`src/rtl/uce_regs.vh`:
```
// Offsets, fields, reset values and codes of the endpoint zero block
`ifndef UCE_REGS_VH
`define UCE_REGS_VH
// ****************************************************************
// Register offsets (byte addresses on the 8-bit register port)
// ****************************************************************
`define UCE_OFS_IN_CONFIG 4'h0
`define UCE_OFS_OUT_CONFIG 4'h1
`define UCE_OFS_IN_COUNT 4'h2
`define UCE_OFS_OUT_COUNT 4'h3
`define UCE_OFS_IRQ_ENABLE 4'h4
`define UCE_OFS_IRQ_STATUS 4'h5
`define UCE_OFS_IRQ_MASK 4'h6
// ****************************************************************
// Configuration register fields
// ****************************************************************
`define UCE_CFG_ENABLE 7
`define UCE_CFG_TOGGLE 5
`define UCE_CFG_STALL 3
`define UCE_CFG_IRQ_EN 2
`define UCE_CFG_WR_MASK 8'h8C
// ****************************************************************
// Count register fields
// ****************************************************************
`define UCE_CNT_NAK 7
`define UCE_CNT_MSB 6
// ****************************************************************
// Reset values
// ****************************************************************
`define UCE_RST_CONFIG 8'h00
`define UCE_RST_IN_COUNT 8'h80
`define UCE_RST_OUT_COUNT 8'h00
`define UCE_RST_IRQ 2'h0
// ****************************************************************
// Status bits and handshake codes
// ****************************************************************
`define UCE_IRQ_OUT 0
`define UCE_IRQ_IN 1
`define UCE_HS_ACK 2'h1
`define UCE_HS_NAK 2'h2
`define UCE_HS_STALL 2'h3
`define UCE_HS_NONE 2'h0
`endif

```
`src/rtl/uce_ctrl.v`:
```
// Endpoint zero configuration, byte count and handshake control
`timescale 1ns/1ns
`include "uce_regs.vh"
// Operation
// - With access enable clear the buffer manager leaves the endpoint alone.
// - Config bit 5 shows the data toggle and software cannot write it.
// - Toggle reads 0 when the next packet is DATA0 and 1 for DATA1.
// - While stall bit 3 and enable bit 7 are set every IN or OUT token to the endpoint gets STALL.
// - A SETUP packet clears the stall bit, and software may clear it too.
// - The endpoint interrupt needs config bit 2 and its enable bit (0 for OUT, 1 for IN) both set.
// - IN endpoint NAK bit set makes the engine answer IN tokens with NAK.
// - OUT endpoint NAK bit set makes the engine answer OUT tokens with NAK.
// - With IN NAK clear an IN token sends exactly the IN count of bytes.
// - The OUT count is a running tally of bytes received; a write with NAK clear zeroes it unless the open endpoint takes an OUT byte or OUT done in the same cycle.
// - After reset IN NAK is 1, OUT NAK is 0, counts and config bits are 0.
module uce_ctrl (
  input wire clock_i,
  input wire rst_i,
  input wire ce_i,
  input wire [3:0] addr_i,
  input wire [7:0] wdata_i,
  input wire wr_i,
  input wire rd_i,
  output reg [7:0] rdata_o,
  input wire setup_i,
  input wire in_token_i,
  input wire out_token_i,
  input wire in_ack_i,
  input wire out_byte_i,
  input wire out_done_i,
  output reg [1:0] in_hs_o,
  output reg [1:0] out_hs_o,
  output reg [6:0] in_len_o,
  output reg in_start_o,
  output reg in_bm_en_o,
  output reg out_bm_en_o,
  output reg in_toggle_o,
  output reg out_toggle_o,
  output reg irq_o
);
  // ****************************************************************
  // State
  // ****************************************************************
  reg [7:0] in_cfg;
  reg [7:0] out_cfg;
  reg in_nak;
  reg [6:0] in_cnt;
  reg out_nak;
  reg [6:0] out_cnt;
  reg [1:0] ep_irq_en;
  reg [1:0] irq_mask;
  wire [1:0] irq_status;
  wire in_tog;
  wire out_tog;
  wire [1:0] irq_set;
  wire [1:0] irq_clr;
  wire wr_in_cfg;
  wire wr_out_cfg;
  wire in_active;
  wire out_active;
  wire in_ok;
  wire out_ok;
  reg [7:0] next_rdata;
  localparam [7:0] in_count_rst = `UCE_RST_IN_COUNT;
  localparam [7:0] out_count_rst = `UCE_RST_OUT_COUNT;

  function sel;
    input [3:0] a;
    input [3:0] ofs;
    begin
      sel = (a == ofs);
    end
  endfunction

  assign wr_in_cfg = wr_i & sel(addr_i, `UCE_OFS_IN_CONFIG);
  assign wr_out_cfg = wr_i & sel(addr_i, `UCE_OFS_OUT_CONFIG);
  assign in_active = in_cfg[`UCE_CFG_ENABLE];
  assign out_active = out_cfg[`UCE_CFG_ENABLE];
  assign in_ok = in_active & ~in_cfg[`UCE_CFG_STALL] & ~in_nak;
  assign out_ok = out_active & ~out_cfg[`UCE_CFG_STALL] & ~out_nak;

  // ****************************************************************
  // Data toggles
  // ****************************************************************
  uce_toggle u_in_toggle (
    .clock_i(clock_i),
    .rst_i(rst_i),
    .ce_i(ce_i),
    .setup_i(setup_i),
    .done_i(in_ack_i & in_ok),
    .toggle_o(in_tog)
  );

  uce_toggle u_out_toggle (
    .clock_i(clock_i),
    .rst_i(rst_i),
    .ce_i(ce_i),
    .setup_i(setup_i),
    .done_i(out_done_i & out_ok),
    .toggle_o(out_tog)
  );

  // ****************************************************************
  // Configuration registers
  // ****************************************************************
  always @(posedge clock_i) begin
    if (rst_i) begin
      in_cfg <= `UCE_RST_CONFIG;
      out_cfg <= `UCE_RST_CONFIG;
    end else if (ce_i) begin
      if (wr_in_cfg) begin
        in_cfg <= wdata_i & `UCE_CFG_WR_MASK;
      end
      if (wr_out_cfg) begin
        out_cfg <= wdata_i & `UCE_CFG_WR_MASK;
      end
      if (setup_i) begin
        in_cfg[`UCE_CFG_STALL] <= 1'b0;
        out_cfg[`UCE_CFG_STALL] <= 1'b0;
      end
    end
  end

  // ****************************************************************
  // Count registers
  // ****************************************************************
  always @(posedge clock_i) begin
    if (rst_i) begin
      in_nak <= in_count_rst[`UCE_CNT_NAK];
      in_cnt <= in_count_rst[`UCE_CNT_MSB:0];
      out_nak <= out_count_rst[`UCE_CNT_NAK];
      out_cnt <= out_count_rst[`UCE_CNT_MSB:0];
    end else if (ce_i) begin
      if (wr_i & sel(addr_i, `UCE_OFS_IN_COUNT)) begin
        in_nak <= wdata_i[`UCE_CNT_NAK];
        in_cnt <= wdata_i[`UCE_CNT_MSB:0];
      end else if (in_ack_i & in_ok) begin
        in_nak <= 1'b1;
      end
      if (out_done_i & out_ok) begin
        out_nak <= 1'b1;
      end else if (wr_i & sel(addr_i, `UCE_OFS_OUT_COUNT)) begin
        out_nak <= wdata_i[`UCE_CNT_NAK];
        if (!wdata_i[`UCE_CNT_NAK]) begin
          out_cnt <= 7'h00;
        end
      end
      if (out_byte_i & out_ok & ~out_done_i) begin
        out_cnt <= out_cnt + 7'h01;
      end
    end
  end

  // ****************************************************************
  // Interrupts
  // ****************************************************************
  assign irq_set[`UCE_IRQ_OUT] = out_done_i & out_ok
    & out_cfg[`UCE_CFG_IRQ_EN] & ep_irq_en[`UCE_IRQ_OUT];
  assign irq_set[`UCE_IRQ_IN] = in_ack_i & in_ok
    & in_cfg[`UCE_CFG_IRQ_EN] & ep_irq_en[`UCE_IRQ_IN];
  assign irq_clr = (wr_i & sel(addr_i, `UCE_OFS_IRQ_STATUS)) ?
    wdata_i[1:0] : 2'h0;

  uce_sticky u_sticky (
    .clock_i(clock_i),
    .rst_i(rst_i),
    .ce_i(ce_i),
    .set_i(irq_set),
    .clr_i(irq_clr),
    .flag_o(irq_status)
  );

  always @(posedge clock_i) begin
    if (rst_i) begin
      ep_irq_en <= `UCE_RST_IRQ;
      irq_mask <= `UCE_RST_IRQ;
    end else if (ce_i) begin
      if (wr_i & sel(addr_i, `UCE_OFS_IRQ_ENABLE)) begin
        ep_irq_en <= wdata_i[1:0];
      end
      if (wr_i & sel(addr_i, `UCE_OFS_IRQ_MASK)) begin
        irq_mask <= wdata_i[1:0];
      end
    end
  end

  // ****************************************************************
  // Read mux
  // ****************************************************************
  always @* begin
    next_rdata = 8'h00;
    case (addr_i)
      `UCE_OFS_IN_CONFIG: begin
        next_rdata = in_cfg;
        next_rdata[`UCE_CFG_TOGGLE] = in_tog;
      end
      `UCE_OFS_OUT_CONFIG: begin
        next_rdata = out_cfg;
        next_rdata[`UCE_CFG_TOGGLE] = out_tog;
      end
      `UCE_OFS_IN_COUNT: next_rdata = {in_nak, in_cnt};
      `UCE_OFS_OUT_COUNT: next_rdata = {out_nak, out_cnt};
      `UCE_OFS_IRQ_ENABLE: next_rdata = {6'h00, ep_irq_en};
      `UCE_OFS_IRQ_STATUS: next_rdata = {6'h00, irq_status};
      `UCE_OFS_IRQ_MASK: next_rdata = {6'h00, irq_mask};
      default: next_rdata = 8'h00;
    endcase
  end

  // ****************************************************************
  // Read data register
  // ****************************************************************
  always @(posedge clock_i) begin
    if (rst_i) begin
      rdata_o <= 8'h00;
    end else if (ce_i) begin
      // Holds the last read value until the next read strobe
      if (rd_i) begin
        rdata_o <= next_rdata;
      end
    end
  end

  // ****************************************************************
  // IN token answers
  // ****************************************************************
  always @(posedge clock_i) begin
    if (rst_i) begin
      in_hs_o <= `UCE_HS_NONE;
      in_len_o <= 7'h00;
      in_start_o <= 1'b0;
    end else if (ce_i) begin
      in_hs_o <= `UCE_HS_NONE;
      in_start_o <= 1'b0;
      if (in_token_i) begin
        if (!in_active) begin
          in_hs_o <= `UCE_HS_NONE;
        end else if (in_cfg[`UCE_CFG_STALL]) begin
          in_hs_o <= `UCE_HS_STALL;
        end else if (in_nak) begin
          in_hs_o <= `UCE_HS_NAK;
        end else begin
          in_start_o <= 1'b1;
          in_len_o <= in_cnt;
        end
      end
    end
  end

  // ****************************************************************
  // OUT token answers
  // ****************************************************************
  always @(posedge clock_i) begin
    if (rst_i) begin
      out_hs_o <= `UCE_HS_NONE;
    end else if (ce_i) begin
      out_hs_o <= `UCE_HS_NONE;
      if (out_token_i) begin
        if (!out_active) begin
          out_hs_o <= `UCE_HS_NONE;
        end else if (out_cfg[`UCE_CFG_STALL]) begin
          out_hs_o <= `UCE_HS_STALL;
        end else if (out_nak) begin
          out_hs_o <= `UCE_HS_NAK;
        end else begin
          out_hs_o <= `UCE_HS_ACK;
        end
      end
    end
  end

  // ****************************************************************
  // Level outputs
  // ****************************************************************
  always @(posedge clock_i) begin
    if (rst_i) begin
      in_bm_en_o <= 1'b0;
      out_bm_en_o <= 1'b0;
      in_toggle_o <= 1'b0;
      out_toggle_o <= 1'b0;
      irq_o <= 1'b0;
    end else if (ce_i) begin
      // Same cycle as the token answers, so both reflect one state
      in_bm_en_o <= in_active;
      out_bm_en_o <= out_active;
      in_toggle_o <= in_tog;
      out_toggle_o <= out_tog;
      irq_o <= |(irq_status & irq_mask);
    end
  end
endmodule // uce_ctrl

```
`src/rtl/uce_toggle.v`:
```
// Data toggle tracker for one control endpoint
`timescale 1ns/1ns
`include "uce_regs.vh"
module uce_toggle (
  input wire clock_i,
  input wire rst_i,
  input wire ce_i,
  input wire setup_i,
  input wire done_i,
  output reg toggle_o
);
  // ****************************************************************
  // Toggle state
  // ****************************************************************
  always @(posedge clock_i) begin
    if (rst_i) begin
      toggle_o <= 1'b0;
    end else if (ce_i) begin
      if (setup_i) begin
        toggle_o <= 1'b1;
      end else if (done_i) begin
        toggle_o <= ~toggle_o;
      end
    end
  end
endmodule // uce_toggle

```
`src/rtl/uce_sticky.v`:
```
// Sticky event flags with write-one-to-clear, set wins over clear
`timescale 1ns/1ns
`include "uce_regs.vh"
module uce_sticky (
  input wire clock_i,
  input wire rst_i,
  input wire ce_i,
  input wire [1:0] set_i,
  input wire [1:0] clr_i,
  output reg [1:0] flag_o
);
  wire [1:0] next_flag;
  genvar g;
  generate
    for (g = 0; g < 2; g = g + 1) begin : g_flag
      // A new event in the clearing cycle keeps the flag set
      assign next_flag[g] = set_i[g] | (flag_o[g] & ~clr_i[g]);
    end
  endgenerate

  always @(posedge clock_i) begin
    if (rst_i) begin
      flag_o <= `UCE_RST_IRQ;
    end else if (ce_i) begin
      flag_o <= next_flag;
    end
  end
endmodule // uce_sticky

```
`config.mk`:
```
export PLATFORM = sky130hd
export DESIGN_NAME = uce_ctrl
export DESIGN_NICKNAME = d
export VERILOG_FILES = /design/src/rtl/uce_ctrl.v /design/src/rtl/uce_toggle.v /design/src/rtl/uce_sticky.v
export VERILOG_INCLUDE_DIRS = /design/src /design/src/rtl
export SDC_FILE = /design/constraint.sdc
export NUM_CORES = 1
export LEC_CHECK = 0
export ABC_CLOCK_PERIOD_IN_PS = 1900
export BUFFER_PORTS_ARGS = -buffer_cell sky130_fd_sc_hd__buf_2
export CORE_MARGIN = 5
export CORE_UTILIZATION = 55
export DETAILED_ROUTE_END_ITERATION = 7
export GPL_ROUTABILITY_DRIVEN = 1
export PLACE_DENSITY = 0.88
export SETUP_SLACK_MARGIN = 0.3
export SLEW_MARGIN = 20
export SYNTH_ARGS = -nofsm -noshare
export SYNTH_HDL_FRONTEND = slang
export SYNTH_SLANG_ARGS = --single-unit
```
`constraint.sdc`:
```
create_clock -name clock_i -period 1.9 [get_ports clock_i]
set_input_delay 0.095 -clock clock_i [delete_from_list [all_inputs] [get_ports clock_i]]
set_output_delay 0.095 -clock clock_i [all_outputs]
set_load 0.02 [all_outputs]
```
# After elaboration in Yosys (flattened, before gate mapping)
# Cells that the tools add are included.
[totals]
wordCells = 118
register_bits = 55
output_inout_bits = 25
inputBits = 23
[op_classes]
n_eq_ne = 8
muxes = 30
bitwise_logic = 33
reduce_logical = 23
addsub = 1
[op_table]
columns = ["operator", "n"]
rows = [
  ["one-hot mux 8 bit (7 select lines)", 1],
  ["2-to-1 mux 7 bit", 4],
  ["AND reduction 2 bit", 12],
  ["AND 1 bit", 21],
  ["2-to-1 mux 2 bit", 9],
  ["2-to-1 mux 1 bit", 14],
  ["nonzero test 2 bit", 7],
  ["== test 4 x 3 -> 1 bit (second input constant)", 3],
  ["inverter 1 bit", 9],
  ["== test 4 x 2 -> 1 bit (second input constant)", 2],
  ["2-to-1 mux 4 bit", 2],
  ["adder 7 x 1 -> 7 bit (second input constant)", 1],
  ["AND reduction 5 bit", 1],
  ["== test 4 x 1 -> 1 bit (second input constant)", 1],
  ["logical NOT 4 bit", 1],
  ["AND reduction 4 bit", 1],
  ["AND 2 bit", 1],
  ["inequality test 2 x 1 -> 1 bit (second input constant)", 1],
  ["inequality test 2 bit (second input constant)", 1],
  ["bitwise OR 1 bit", 2],
  ["OR reduction 2 bit", 1],
]

# Depth between registers and ports, before layout
# Gate-level depths: netlist of run 1.
[depth]
depth_word = 7
depth_mapped = 6
ltp_nobuf = 5

# Modules after synthesis
# A second synthesis of run 1 with hierarchy kept.
[unflattened]
cells_unflattened = 280
hier_area_um2 = 2597.5
[by_module_without_submodules]
columns = ["module", "area_each_um2", "instances", "cells_per_inst", "seq_area_each_um2"]
rows = [
  ["uce_ctrl", 2413.6, 1, 262, 1021.0],
  ["uce_toggle", 51.3, 2, 5, 20.0],
  ["uce_sticky", 81.3, 1, 8, 40.0],
]

# Least setup slack after synthesis of run 1
# No wires, ideal clock.
[synth_timing]
kind = "register to register"
startpoint = "register out_cfg[7]"
endpoint = "register out_cnt[6]"
t_arrival_ns = 1.256
stages_incl_launch_ff = 6
slack_ns = 0.553
t_required_ns = 1.809
setup_ns = 0.091
cell_sequence = "dfxtp_1 -> buf_2 -> and4bb_2 -> and2_1 -> o21a_1 -> a311oi_1"
[synth_between]
elab_chain_len = 6
[synth_rtl]
columns = ["item", "line", "text"]
rows = [
  ["start, declared", "uce_ctrl.v:45", "reg [7:0] out_cfg;"],
  ["start signal, assigned", "uce_ctrl.v:109", "out_cfg <= `UCE_RST_CONFIG;"],
  ["start signal, assigned", "uce_ctrl.v:115", "out_cfg <= wdata_i & `UCE_CFG_WR_MASK;"],
  ["AND 1 bit * (2 in a row)", "uce_ctrl.v:80", "assign out_ok = out_active & ~out_cfg[`UCE_CFG_STALL] & ~out_nak;"],
  ["AND 1 bit (2 in a row)", "uce_ctrl.v:148", "if (out_byte_i & out_ok & ~out_done_i) begin"],
  ["inequality test 2 bit (no source line) (tied with other cells)", "--", ""],
  ["AND reduction 4 bit (no source line)", "--", ""],
  ["end signal, assigned", "uce_ctrl.v:132", "out_cnt <= out_count_rst[`UCE_CNT_MSB:0];"],
  ["end signal, assigned", "uce_ctrl.v:149", "out_cnt <= out_cnt + 7'h01;"],
  ["end, declared", "uce_ctrl.v:49", "reg [6:0] out_cnt;"],
]
# Every way passes the cells marked *; elsewhere a longest branch is shown, timed or not.
# A chain may end at the register's enable or synchronous reset.

# Worst setup path after layout of run 1
[layout_timing]
startpoint = "register out_cfg[3]"
endpoint = "register out_cnt[6]"
[layout_between]
elab_chain_len = 7
[layout_rtl]
columns = ["item", "line"]
rows = [
  ["inverter 1 bit *", "uce_ctrl.v:80"],
  ["AND 1 bit * (2 in a row)", "uce_ctrl.v:80"],
  ["AND 1 bit (2 in a row)", "uce_ctrl.v:148"],
  ["inequality test 2 bit (no source line) (tied with other cells)", "--"],
  ["AND reduction 4 bit (no source line)", "--"],
]
# Marked as above.

==> metrics.md, run 1 <==
| Metric | Value |
|---|---|
| Avg Vias per Cell | `6.36` |
| Skew final | `0.00569 ns` |
| CP cell instances | `and4bb_2 -> and2_1 -> o21a_1 -> a311oi_1` |
| Synth Flop Type | `dfxtp_1` |
| Wire length per cell | `17.4 um` |
| Hold Crit Class | `input port to flip-flop` |
| Cell family with most CP delay | `compound AO/OA/AOI/OAI gates` |
| CP Max Fanout | `7` |
| Synthesized area | `0.00252 mm2` |
| Final Hold Viols | `0` |
| Critical setup path kind | `flip-flop to flip-flop` |
| Setup crit end kind | `flip-flop` |
| Bufs and invs on worst path | `0` |
| Ranking of synthesized cells by area | `dfxtp_1 44%, mux2i_1 8.7%, nor2_1 4.9%` |
| Clk slew on worst S/H paths | `0.09 ns` |
| Hold path start | `wdata_i[4]` |
| Minimum clock period | `1.42 ns` |
| Yosys top cell area share | `43.7%` |
| Post-DP HPWL | `4.84 mm` |
| Cell taking the most area after synthesis | `dfxtp_1` |
| Met3 Track Usage GR | `4.63%` |
| Initial antenna violation count | `0` |
| Die area | `0.00604 mm2` |
| Leakage | `1.20 nW` |
| Placer's final routability congestion estimate | `0.905` |
| PwrDens | `683 mW/mm2` |
| Synthesized Nets | `304` |
| Final hold slack | `0.0231 ns` |
| Final ANT Viol Nets | `0` |
| Finish-stage setup viols | `0` |
| Num CTS Buffers | `5` |
| Worst-Skew Late Latency | `0.31 ns` |
| Root Buffer | `clkbuf_8` |
| CTS tree | `built` |
| Relative slew margins | `64.2%` |
| Reg2Reg Setup Slack | `0.48 ns` |
| PnR Total Power | `0.00197 W` |
| Worst reg2reg path startpoint | `out_cfg[3]` |
| Fill cell count | `351` |
| Synth warn | `0` |
| Number of synthesized flops with an enable pin | `0` |
| Core area | `0.00441 mm2` |
| Max Clk Rate | `704 MHz` |
| Largest net degree at the start of global routing | `23` |
| Max cap viols | `0` |
| Synth unique cells | `49` |
| Cell Rows | `24` |
| Most frequent cells after synthesis | `55 x dfxtp_1, 33 x nor2_1, 22 x a21oi_1, 22 x mux2i_1, 19 x nand2_1` |
| Peak supply drop | `0.469 mV` |
| DRC viols | `0` |
| Worst Tran Pin Value | `0.536 ns` |
| CP max stage delay | `0.39 ns` |
| FF+latch count, synth | `55` |
| Total Neg Setup Slack | `0 ns` |
| Nets | `348` |
| Min-Delay Path Depth | `3` |
| Fraction of registers with async set/reset | `0%` |
| FF-to-FF End | `out_cnt[6]` |
| M1 GR Usage | `25.2%` |
| Critical Path RT | `2.12 ns` |
| Grt ovf | `0` |
| Post-CTS setup buffers | `0` |
| Final Max Tran Viols | `0` |
| Hold path endpoint | `in_cnt[4]` |
| Worst path slowest cell | `dfxtp_2` |
| CP arrival | `1.64 ns` |
| Sequential fraction of the synthesis area | `43.7%` |
| Final period utilization | `74.8%` |
| Post-Synthesis Cells | `280` |
| WL final | `6.56 mm` |
| Met2 GRT Util | `35.9%` |
| Port Buffer Count | `47` |
| Initial drt markers | `165` |
| Outcome | `finished clean` |
| Clock tree buffer depth | `2` |
| Avg Cell Area, Syn | `9.01 um2` |
| CTS H-tree lvls | `2` |
| Antenna diode count | `0` |
| Layout cells sized above 1 | `23.5%` |
| Global-route wire length before repair | `10.6 mm` |
| Detailed-route via count | `2,391` |
| GRT Total Usage | `21.3%` |
| Vias in the first global route | `2,346` |
| Clk sink count | `55` |
| Initial core utilization | `57.1%` |
| Pre-antenna DRT Iters | `6` |
| Worst R2R Path Depth | `4` |
| Ports | `48` |
| Count leader, synth | `dfxtp_1` |
| Startpoint types | `flip-flop` |
| RSZ-0062 raised after global routing | `no` |
| Die Ht | `77.7 um` |
| Global route hottest layer | `met2` |
| Die width | `77.7 um` |
| Layout area overhead | `14.4%` |
-- how the worst max path moves through the flow --
stage / to / depth (start not counted) / slack, ns / startpoint
2_1_floorplan: out_cnt[6] / 5 / 0.55 / out_cfg[7]
5_1_grt: out_cnt[5] / 4 / 0.35 / out_cfg[3]
4_1_cts: out_cnt[5] / 4 / 0.40 / out_cfg[3]
3_5_place_dp: in_cnt[5] / 5 / 0.27 / addr_i[1]
3_3_place_gp: in_cnt[2] / 5 / 0.32 / addr_i[1]
6_report: out_cnt[6] / 4 / 0.48 / out_cfg[3]
-- worst min-delay path: cells and delay by family --
| family | cells | cell delay (ns) |
|---|---|---|
| simple gates | 1 | 0.04 |
| compound gates | 1 | 0.05 |
| buf+inv | 1 | 0.10 |
-- sequential cells by signal, indices dropped and copies added (netlist names), 2 cells and up --
register / flops
rdata_o: 8
in_cnt: 7
in_len_o: 7
out_cnt: 7
in_cfg: 3
out_cfg: 3
ep_irq_en: 2
in_hs_o: 2
irq_mask: 2
out_hs_o: 2
u_sticky.flag_o: 2
-- kinds of logic after synthesis --
kind of cell	synth area share, %
mux	11.0
fa+ha+maj	0.496
xor+xnor	0.347
compound gates	17.5
flops	43.7
simple gates	23.4
buf+inv	3.62
-- stage by stage --
step | cells | utilization, % | instance area [um2] | worst slack [ns]
after detailed placement | 369 | 63.3 | 2800 | 0.272
after global routing | 376 | 65.4 | 2890 | 0.347
after CTS | 376 | 65.3 | 2880 | 0.403
after global placement | 369 | 63.3 | 2800 | 0.319
final | 376 | 65.4 | 2890 | 0.480
after floorplan | 280 | - | 2520 | 0.553
-- per-layer routing --
layer / part of all wire [%] / wire length [um] / vias up
li1: - / - / 1112
met1: 39 / 2590 / 1125
met2: 48 / 3170 / 116
met3: 7.2 / 473 / 38
met4: 5.0 / 328 / 0
met5: 0 / 0 / -
-- area by class of cell --
class                   count  area (um2)  area share (%)
flip-flops and latches     55        1100            38.3
well taps                  52        65.1            2.25
repair buffers             53         280            9.71
inverters                   5        18.8           0.650
clock buffers               6        82.6            2.86
multi-input cells         204        1330            46.1
clock inverters             1        5.00           0.173
-- report_power, final --
group	total [W]	switching (W)	internal, W
clock network	0.000641	0.000355	0.000287
registers	0.00117	0.00000845	0.00116
logic	0.000159	0.000104	0.0000556
-- timing repair --
| item | 4_1_cts | 5_1_grt |
|---|---|---|
| endpoints found under the setup margin | 0 | 1 |
| hold buffers | 0 | 0 |
| endpoints found under the hold margin | 0 | 0 |
| gates resized for setup | 0 | 3 |
-- cell usage in the layout (no fill, tap or decap), drive strengths merged, types with 4 or more instances in the layout --
| cell type | synthesis | final |
|---|---|---|
| dfxtp | 55 | 55 |
| buf | 8 | 53 |
| nor2 | 34 | 34 |
| mux2i | 22 | 22 |
| a21oi | 22 | 22 |
| nand2 | 19 | 19 |
| o21ai | 16 | 16 |
| a22oi | 11 | 11 |
| nand3 | 11 | 11 |
| nor3 | 8 | 8 |
| nand2b | 7 | 7 |
| nand4 | 6 | 6 |
| clkbuf | 8 | 6 |
| inv | 5 | 5 |
| mux2 | 5 | 5 |
| nor2b | 4 | 4 |
Note: power is estimated with default switching activity, not from simulation.
==> inputs of run 2 (changes only) <==
--- a/config.mk
+++ b/config.mk
@@ -6,13 +6,13 @@
 export SDC_FILE = /design/constraint.sdc
 export NUM_CORES = 1
 export LEC_CHECK = 0
-export ABC_CLOCK_PERIOD_IN_PS = 1900
+export ABC_CLOCK_PERIOD_IN_PS = 1250
 export BUFFER_PORTS_ARGS = -buffer_cell sky130_fd_sc_hd__buf_2
 export CORE_MARGIN = 5
-export CORE_UTILIZATION = 55
+export CORE_UTILIZATION = 49
 export DETAILED_ROUTE_END_ITERATION = 7
 export GPL_ROUTABILITY_DRIVEN = 1
-export PLACE_DENSITY = 0.88
+export PLACE_DENSITY = 0.84
 export SETUP_SLACK_MARGIN = 0.3
 export SLEW_MARGIN = 20
 export SYNTH_ARGS = -nofsm -noshare
==> constraint.sdc (replaced) <==
create_clock -name clock_i -period 1.25 [get_ports clock_i]
set_input_delay 0.0625 -clock clock_i [delete_from_list [all_inputs] [get_ports clock_i]]
set_output_delay 0.0625 -clock clock_i [all_outputs]
set_load 0.02 [all_outputs]
==> metrics.md, run 2 (synthesis results as in run 1) <==
| Metric | Value |
|---|---|
| Final ANT Viol Nets | `0 (unchanged)` |
| Outcome | `complete, but fails checks (was finished clean)` |
| Startpoint types | `flip-flop (unchanged)` |
| Worst path slowest cell | `dfxtp_2 (unchanged)` |
| Cell family with most CP delay | `compound AO/OA/AOI/OAI gates (unchanged)` |
| Global-route wire length before repair | `12.4 mm (was 10.6 mm)` |
| Relative slew margins | `74.2% (was 64.2%)` |
| WL final | `8.87 mm (was 6.56 mm)` |
| Critical setup path kind | `flip-flop to flip-flop (unchanged)` |
| Avg Vias per Cell | `6.17 (was 6.36)` |
| Setup crit end kind | `flip-flop (unchanged)` |
| Post-DP HPWL | `4.97 mm (was 4.84 mm)` |
| Final Hold Viols | `0 (unchanged)` |
| Clk sink count | `55 (unchanged)` |
| Largest net degree at the start of global routing | `23 (unchanged)` |
| Leakage | `1.53 nW (was 1.20 nW)` |
| Most frequent cells in the layout | `45 x buf_2, 40 x dfxtp_1, 34 x buf_4 (was 52 x dfxtp_1, 47 x buf_2, 33 x nor2_1)` |
| Worst-Skew Late Latency | `0.33 ns (was 0.31 ns)` |
| Ports | `48 (unchanged)` |
| Clk slew on worst S/H paths | `0.11 ns (was 0.09 ns)` |
| CP max stage delay | `0.36 ns (was 0.39 ns)` |
| Max cap viols | `0 (unchanged)` |
| Critical Path RT | `1.49 ns (was 2.12 ns)` |
| Hold Crit Class | `input port to flip-flop (unchanged)` |
| CP Max Fanout | `5 (was 7)` |
| Placer's final routability congestion estimate | `0.882 (was 0.905)` |
| Vias in the first global route | `2,605 (was 2,346)` |
| Bufs and invs on worst path | `0 (unchanged)` |
| CP arrival | `1.58 ns (was 1.64 ns)` |
| Max Clk Rate | `747 MHz (was 704 MHz)` |
| Final Max Tran Viols | `0 (unchanged)` |
| Leading cell type in the layout, fill and taps excluded | `buf_2 (was dfxtp_1)` |
| Die width | `81.8 um (was 77.7 um)` |
| CTS tree | `built (unchanged)` |
| Die Ht | `81.8 um (was 77.7 um)` |
| Num CTS Buffers | `5 (unchanged)` |
| DRC viols | `0 (unchanged)` |
| Skew final | `0.0124 ns (was 0.00569 ns)` |
| RSZ-0062 raised after global routing | `yes (was no)` |
| Max FFs per register | `8 (unchanged)` |
| Layout cells sized above 1 | `45.8% (was 23.5%)` |
| Minimum clock period | `1.34 ns (was 1.42 ns)` |
| Fill cell count | `332 (was 351)` |
| Finish-stage setup viols | `10 (was 0)` |
| Largest Register | `rdata_o (unchanged)` |
| Port Buffer Count | `47 (unchanged)` |
| Area of the multi-input gates | `0.00158 mm2 (was 0.00133 mm2)` |
| PnR Total Power | `0.00315 W (was 0.00197 W)` |
| Final hold slack | `0.0146 ns (was 0.0231 ns)` |
| Pre-antenna DRT Iters | `4 (was 6)` |
| Initial antenna violation count | `0 (unchanged)` |
| Fin worst setup slack | `-0.0878 ns (was 0.480 ns)` |
| Cell Rows | `26 (was 24)` |
| CP cell instances | `and4bb_2 -> and2_4 -> o21a_4 -> a311oi_1 (was and4bb_2 -> and2_1 -> o21a_1 -> a311oi_1)` |
| Initial drt markers | `232 (was 165)` |
| Worst Tran Pin Value | `0.386 ns (was 0.536 ns)` |
| Layout area overhead | `41.7% (was 14.4%)` |
| Die area | `0.00668 mm2 (was 0.00604 mm2)` |
| Register area | `0.00113 mm2 (was 0.00110 mm2)` |
| Initial core utilization | `50.0% (was 57.1%)` |
| Antenna diode count | `0 (unchanged)` |
| Detailed-route via count | `2,697 (was 2,391)` |
| Root Buffer | `clkbuf_8 (unchanged)` |
| Core area | `0.00504 mm2 (was 0.00441 mm2)` |
| GRT Total Usage | `24.3% (was 21.3%)` |
| Nets | `390 (was 348)` |
| Grt ovf | `0 (unchanged)` |
| CTS H-tree lvls | `2 (unchanged)` |
| PwrDens | `881 mW/mm2 (was 683 mW/mm2)` |
| Final period utilization | `107% (was 74.8%)` |
| Wire length per cell | `20.3 um (was 17.4 um)` |
| Clock tree buffer depth | `2 (unchanged)` |
| Peak supply drop | `0.827 mV (was 0.469 mV)` |
| Failing checks | `negative setup slack` |
-- run 2: cell count changes in the layout (fill, tap and decap cells not counted), sizes merged --
cell,before,now
dlygate4sd3,0,3
clkinvlp,0,2
buf,53,92
clkbuf,6,5
-- run 2: worst paths after layout --
| kind | slack, ns | depth (start not counted) | startpoint | to |
|---|---|---|---|---|
| setup / recovery | -0.09 | 4 | out_nak | out_cnt[5] |
| hold / removal | 0.01 | 3 | wdata_i[0] | in_cnt[0] |
| setup reg to reg | -0.09 | 4 | out_nak | out_cnt[5] |
| hold reg to reg | 0.47 | 2 | in_hs_o[1] | in_hs_o[1] |
-- run 2: worst reg2reg max path, stage by stage, from the launching register on --
cell and delay (ns):
dfxtp_2 0.36, and4bb_2 0.28, and2_4 0.16, o21a_4 0.22, a311oi_1 0.25
-- run 2: repair_timing --
| action | 4_1_cts | 5_1_grt |
|---|---|---|
| setup buffers | 8 | 7 |
| hold endpoints to repair | 2 | 1 |
| hold buffers | 2 | 1 |
| setup endpoints to repair | 34 | 40 |
| resized for setup | 58 | 31 |
| pin swaps | 16 | 23 |
-- run 2: where the power goes --
part           total (W)  switching (W)  internal [W]
combinational   0.000359       0.000218      0.000141
clock            0.00102       0.000628      0.000392
sequential       0.00177      0.0000137       0.00176
-- run 2: layout make-up --
type	instances	share of cell area, %
Tap cell	70	2.45
Timing Repair Buffer	95	18.7
Multi-Input combinational cell	204	44.2
Sequential cell	55	31.7
Clock buffer	5	1.93
Clock inverter	3	0.560
Inverter	5	0.525
-- run 2: per-stage QoR --
step	area, um2	worst slack [ns]	cells	setup TNS [ns]	util (%)
3_5_place_dp	3050	-0.116	411	-1.61	60.6
5_1_grt	3570	-0.0985	437	-0.679	70.9
6_report	3570	-0.0878	437	-0.409	70.9
2_1_floorplan	2620	-0.0197	280	-0.0453	-
4_1_cts	3420	-0.00543	429	-0.0104	67.8
3_3_place_gp	3050	-0.0764	411	-0.992	60.6
-- run 2: layer usage --
| layer | wire, um | part of all wire (%) | global-route usage, % | up-vias |
|---|---|---|---|---|
| li1 | - | - | - | 1192 |
| met1 | 3320 | 37 | 27.9 | 1297 |
| met2 | 4370 | 49 | 42.2 | 154 |
| met3 | 600 | 6.8 | 4.17 | 54 |
| met4 | 574 | 6.5 | 14.0 | 0 |
| met5 | 0 | 0 | 0 | - |
==> inputs of run 3 (changes only) <==
--- a/config.mk
+++ b/config.mk
@@ -7,7 +7,7 @@
 export NUM_CORES = 1
 export LEC_CHECK = 0
 export ABC_CLOCK_PERIOD_IN_PS = 1250
-export BUFFER_PORTS_ARGS = -buffer_cell sky130_fd_sc_hd__buf_2
+export BUFFER_PORTS_ARGS = -buffer_cell sky130_fd_sc_hd__clkbuf_2
 export CORE_MARGIN = 5
 export CORE_UTILIZATION = 49
 export DETAILED_ROUTE_END_ITERATION = 7
==> metrics.md, run 3 (synthesis results as in run 1) <==
| Metric | Value |
|---|---|
| Finish-stage setup viols | `7 (was 10)` |
| Largest net degree at the start of global routing | `28 (was 23)` |
| Worst path slowest cell | `dfxtp_2 (unchanged)` |
| Reg2Reg Setup Slack | `-0.08 ns (was -0.09 ns)` |
| Bufs and invs on worst path | `0 (unchanged)` |
| Clk sink count | `55 (unchanged)` |
| Die area | `0.00668 mm2 (unchanged)` |
| Most frequent cells in the layout | `43 x clkbuf_2, 42 x dfxtp_1, 30 x nor2_1, 30 x buf_4, 22 x mux2i_1 (was 45 x buf_2, 40 x dfxtp_1, 34 x buf_4)` |
| Critical setup path kind | `flip-flop to flip-flop (unchanged)` |
| Grt ovf | `0 (unchanged)` |
| Final Max Tran Viols | `0 (unchanged)` |
| Post-DP HPWL | `5.15 mm (was 4.97 mm)` |
| Clock tree buffer depth | `2 (unchanged)` |
| Final core occ | `70.5% (was 70.9%)` |
| Worst Tran Pin Value | `0.369 ns (was 0.386 ns)` |
| Antenna diode count | `0 (unchanged)` |
| Startpoint types | `flip-flop (unchanged)` |
| Hold Crit Class | `input port to flip-flop (unchanged)` |
| Leading cell type in the layout, fill and taps excluded | `clkbuf_2 (was buf_2)` |
| WL final | `8.52 mm (was 8.87 mm)` |
| CP Max Fanout | `4 (was 5)` |
| Max Clk Rate | `753 MHz (was 747 MHz)` |
| Final period utilization | `106% (was 107%)` |
| Fin worst setup slack | `-0.0783 ns (was -0.0878 ns)` |
| Num CTS Buffers | `5 (unchanged)` |
| Die width | `81.8 um (unchanged)` |
| Final hold slack | `0.0106 ns (was 0.0146 ns)` |
| Global-route wire length before repair | `13.1 mm (was 12.4 mm)` |
| Nets | `384 (was 390)` |
| Initial drt markers | `240 (was 232)` |
| Leakage | `1.51 nW (was 1.53 nW)` |
| Failing checks | `negative setup slack (unchanged)` |
| Worst-Skew Late Latency | `0.31 ns (was 0.33 ns)` |
| Initial antenna violation count | `0 (unchanged)` |
| PnR Total Power | `0.00334 W (was 0.00315 W)` |
| Area after DPL | `0.00303 mm2 (was 0.00305 mm2)` |
| Placer's final routability congestion estimate | `0.852 (was 0.882)` |
| Peak supply drop | `0.890 mV (was 0.827 mV)` |
| Final Hold Viols | `0 (unchanged)` |
| CP arrival | `1.53 ns (was 1.58 ns)` |
| Skew final | `0.00908 ns (was 0.0124 ns)` |
| Avg Vias per Cell | `6.20 (was 6.17)` |
| PwrDens | `940 mW/mm2 (was 881 mW/mm2)` |
| CP cell instances | `and4bb_2 -> nand3_1 -> nor3_1 -> a211o_1 (was and4bb_2 -> and2_4 -> o21a_4 -> a311oi_1)` |
| Detailed-route via count | `2,673 (was 2,697)` |
| Design area | `0.00356 mm2 (was 0.00357 mm2)` |
| Layout area overhead | `41.0% (was 41.7%)` |
| Core area | `0.00504 mm2 (unchanged)` |
| Cell family with most CP delay | `simple AND/OR/NAND/NOR gates (was compound AO/OA/AOI/OAI gates)` |
| Wire length per cell | `19.8 um (was 20.3 um)` |
| Minimum clock period | `1.33 ns (was 1.34 ns)` |
| Port Buffer Count | `47 (unchanged)` |
| DRC viols | `0 (unchanged)` |
| Cell Rows | `26 (unchanged)` |
| CTS H-tree lvls | `2 (unchanged)` |
| CTS tree | `built (unchanged)` |
| Die Ht | `81.8 um (unchanged)` |
| Ports | `48 (unchanged)` |
| RSZ-0062 raised after global routing | `yes (unchanged)` |
| CP max stage delay | `0.35 ns (was 0.36 ns)` |
| Layout cells sized above 1 | `46.3% (was 45.8%)` |
| Pre-antenna DRT Iters | `6 (was 4)` |
| Outcome | `complete, but fails checks (unchanged)` |
| Max FFs per register | `8 (unchanged)` |
| GRT Total Usage | `25.8% (was 24.3%)` |
| Setup crit end kind | `flip-flop (unchanged)` |
| Clk slew on worst S/H paths | `0.10 ns (was 0.11 ns)` |
| Root Buffer | `clkbuf_8 (unchanged)` |
| Largest Register | `rdata_o (unchanged)` |
| Initial core utilization | `50.0% (unchanged)` |
| Critical Path RT | `1.45 ns (was 1.49 ns)` |
| Vias in the first global route | `2,653 (was 2,605)` |
| Max cap viols | `0 (unchanged)` |
| Relative slew margins | `75.3% (was 74.2%)` |
| Final ANT Viol Nets | `0 (unchanged)` |
[run 3: changes by cell type in the layout (fill, tap and decap cells not counted), moves of 3 or more]
cell / previous run / this run
buf_2: 45 / 1
buf_4: 34 / 30
clkbuf_2: 0 / 43
o21ai_1: 9 / 6
o21ai_2: 0 / 3
[run 3: final cells by class]
class	instances	area, um2
multi-input cells	204	1590
fillers	329	1490
flip-flops and latches	55	1120
repair buffers	89	619
well taps	70	87.6
clock buffers	6	82.6
clock inverters	2	35.0
inverters	5	18.8
[run 3: timing repair]
item	4_1_cts	5_1_grt
gates resized for setup	51	39
hold endpoints to repair	2	0
setup buffers	10	3
hold buffers	2	0
setup endpoints to repair	32	45
pin swaps	22	17
[run 3: metrics by stage]
step           TNS (ns)  cells  setup WS [ns]
3_3_place_gp     -0.754    408        -0.0682
5_1_grt          -0.579    431         -0.110
2_1_floorplan   -0.0453    280        -0.0197
6_report         -0.328    431        -0.0783
4_1_cts         -0.0542    428        -0.0147
3_5_place_dp      -1.25    408        -0.0991
[run 3: worst paths after layout]
check,startpoint,endpoint,cells after the start
setup reg to reg,out_cfg[3],out_cnt[3],4
hold / removal,wdata_i[5],in_cnt[5],3
hold reg to reg,out_hs_o[1],out_hs_o[1],2
setup / recovery,out_cfg[3],out_cnt[3],4
[run 3: layer usage]
metal  global-route usage, %  share of wire (%)  up-vias  wire [um]
met1                    29.9                 38     1277       3210
met2                    43.4                 50      162       4300
met4                    16.8                5.6        0        473
met5                       0                  0        -          0
li1                        -                  -     1189          -
met3                    4.61                6.3       45        541
[run 3: worst reg2reg max path, delay by kind of cell, from the launching register on]
family	cells	cell delay, ns
compound gates	1	0.28
flops	1	0.35
simple gates	3	0.59
[run 3: power breakdown]
part	internal, W	switching, W
clock	0.000649	0.000567
sequential	0.00176	0.0000141
combinational	0.000143	0.000211
total	0.00255	0.000793
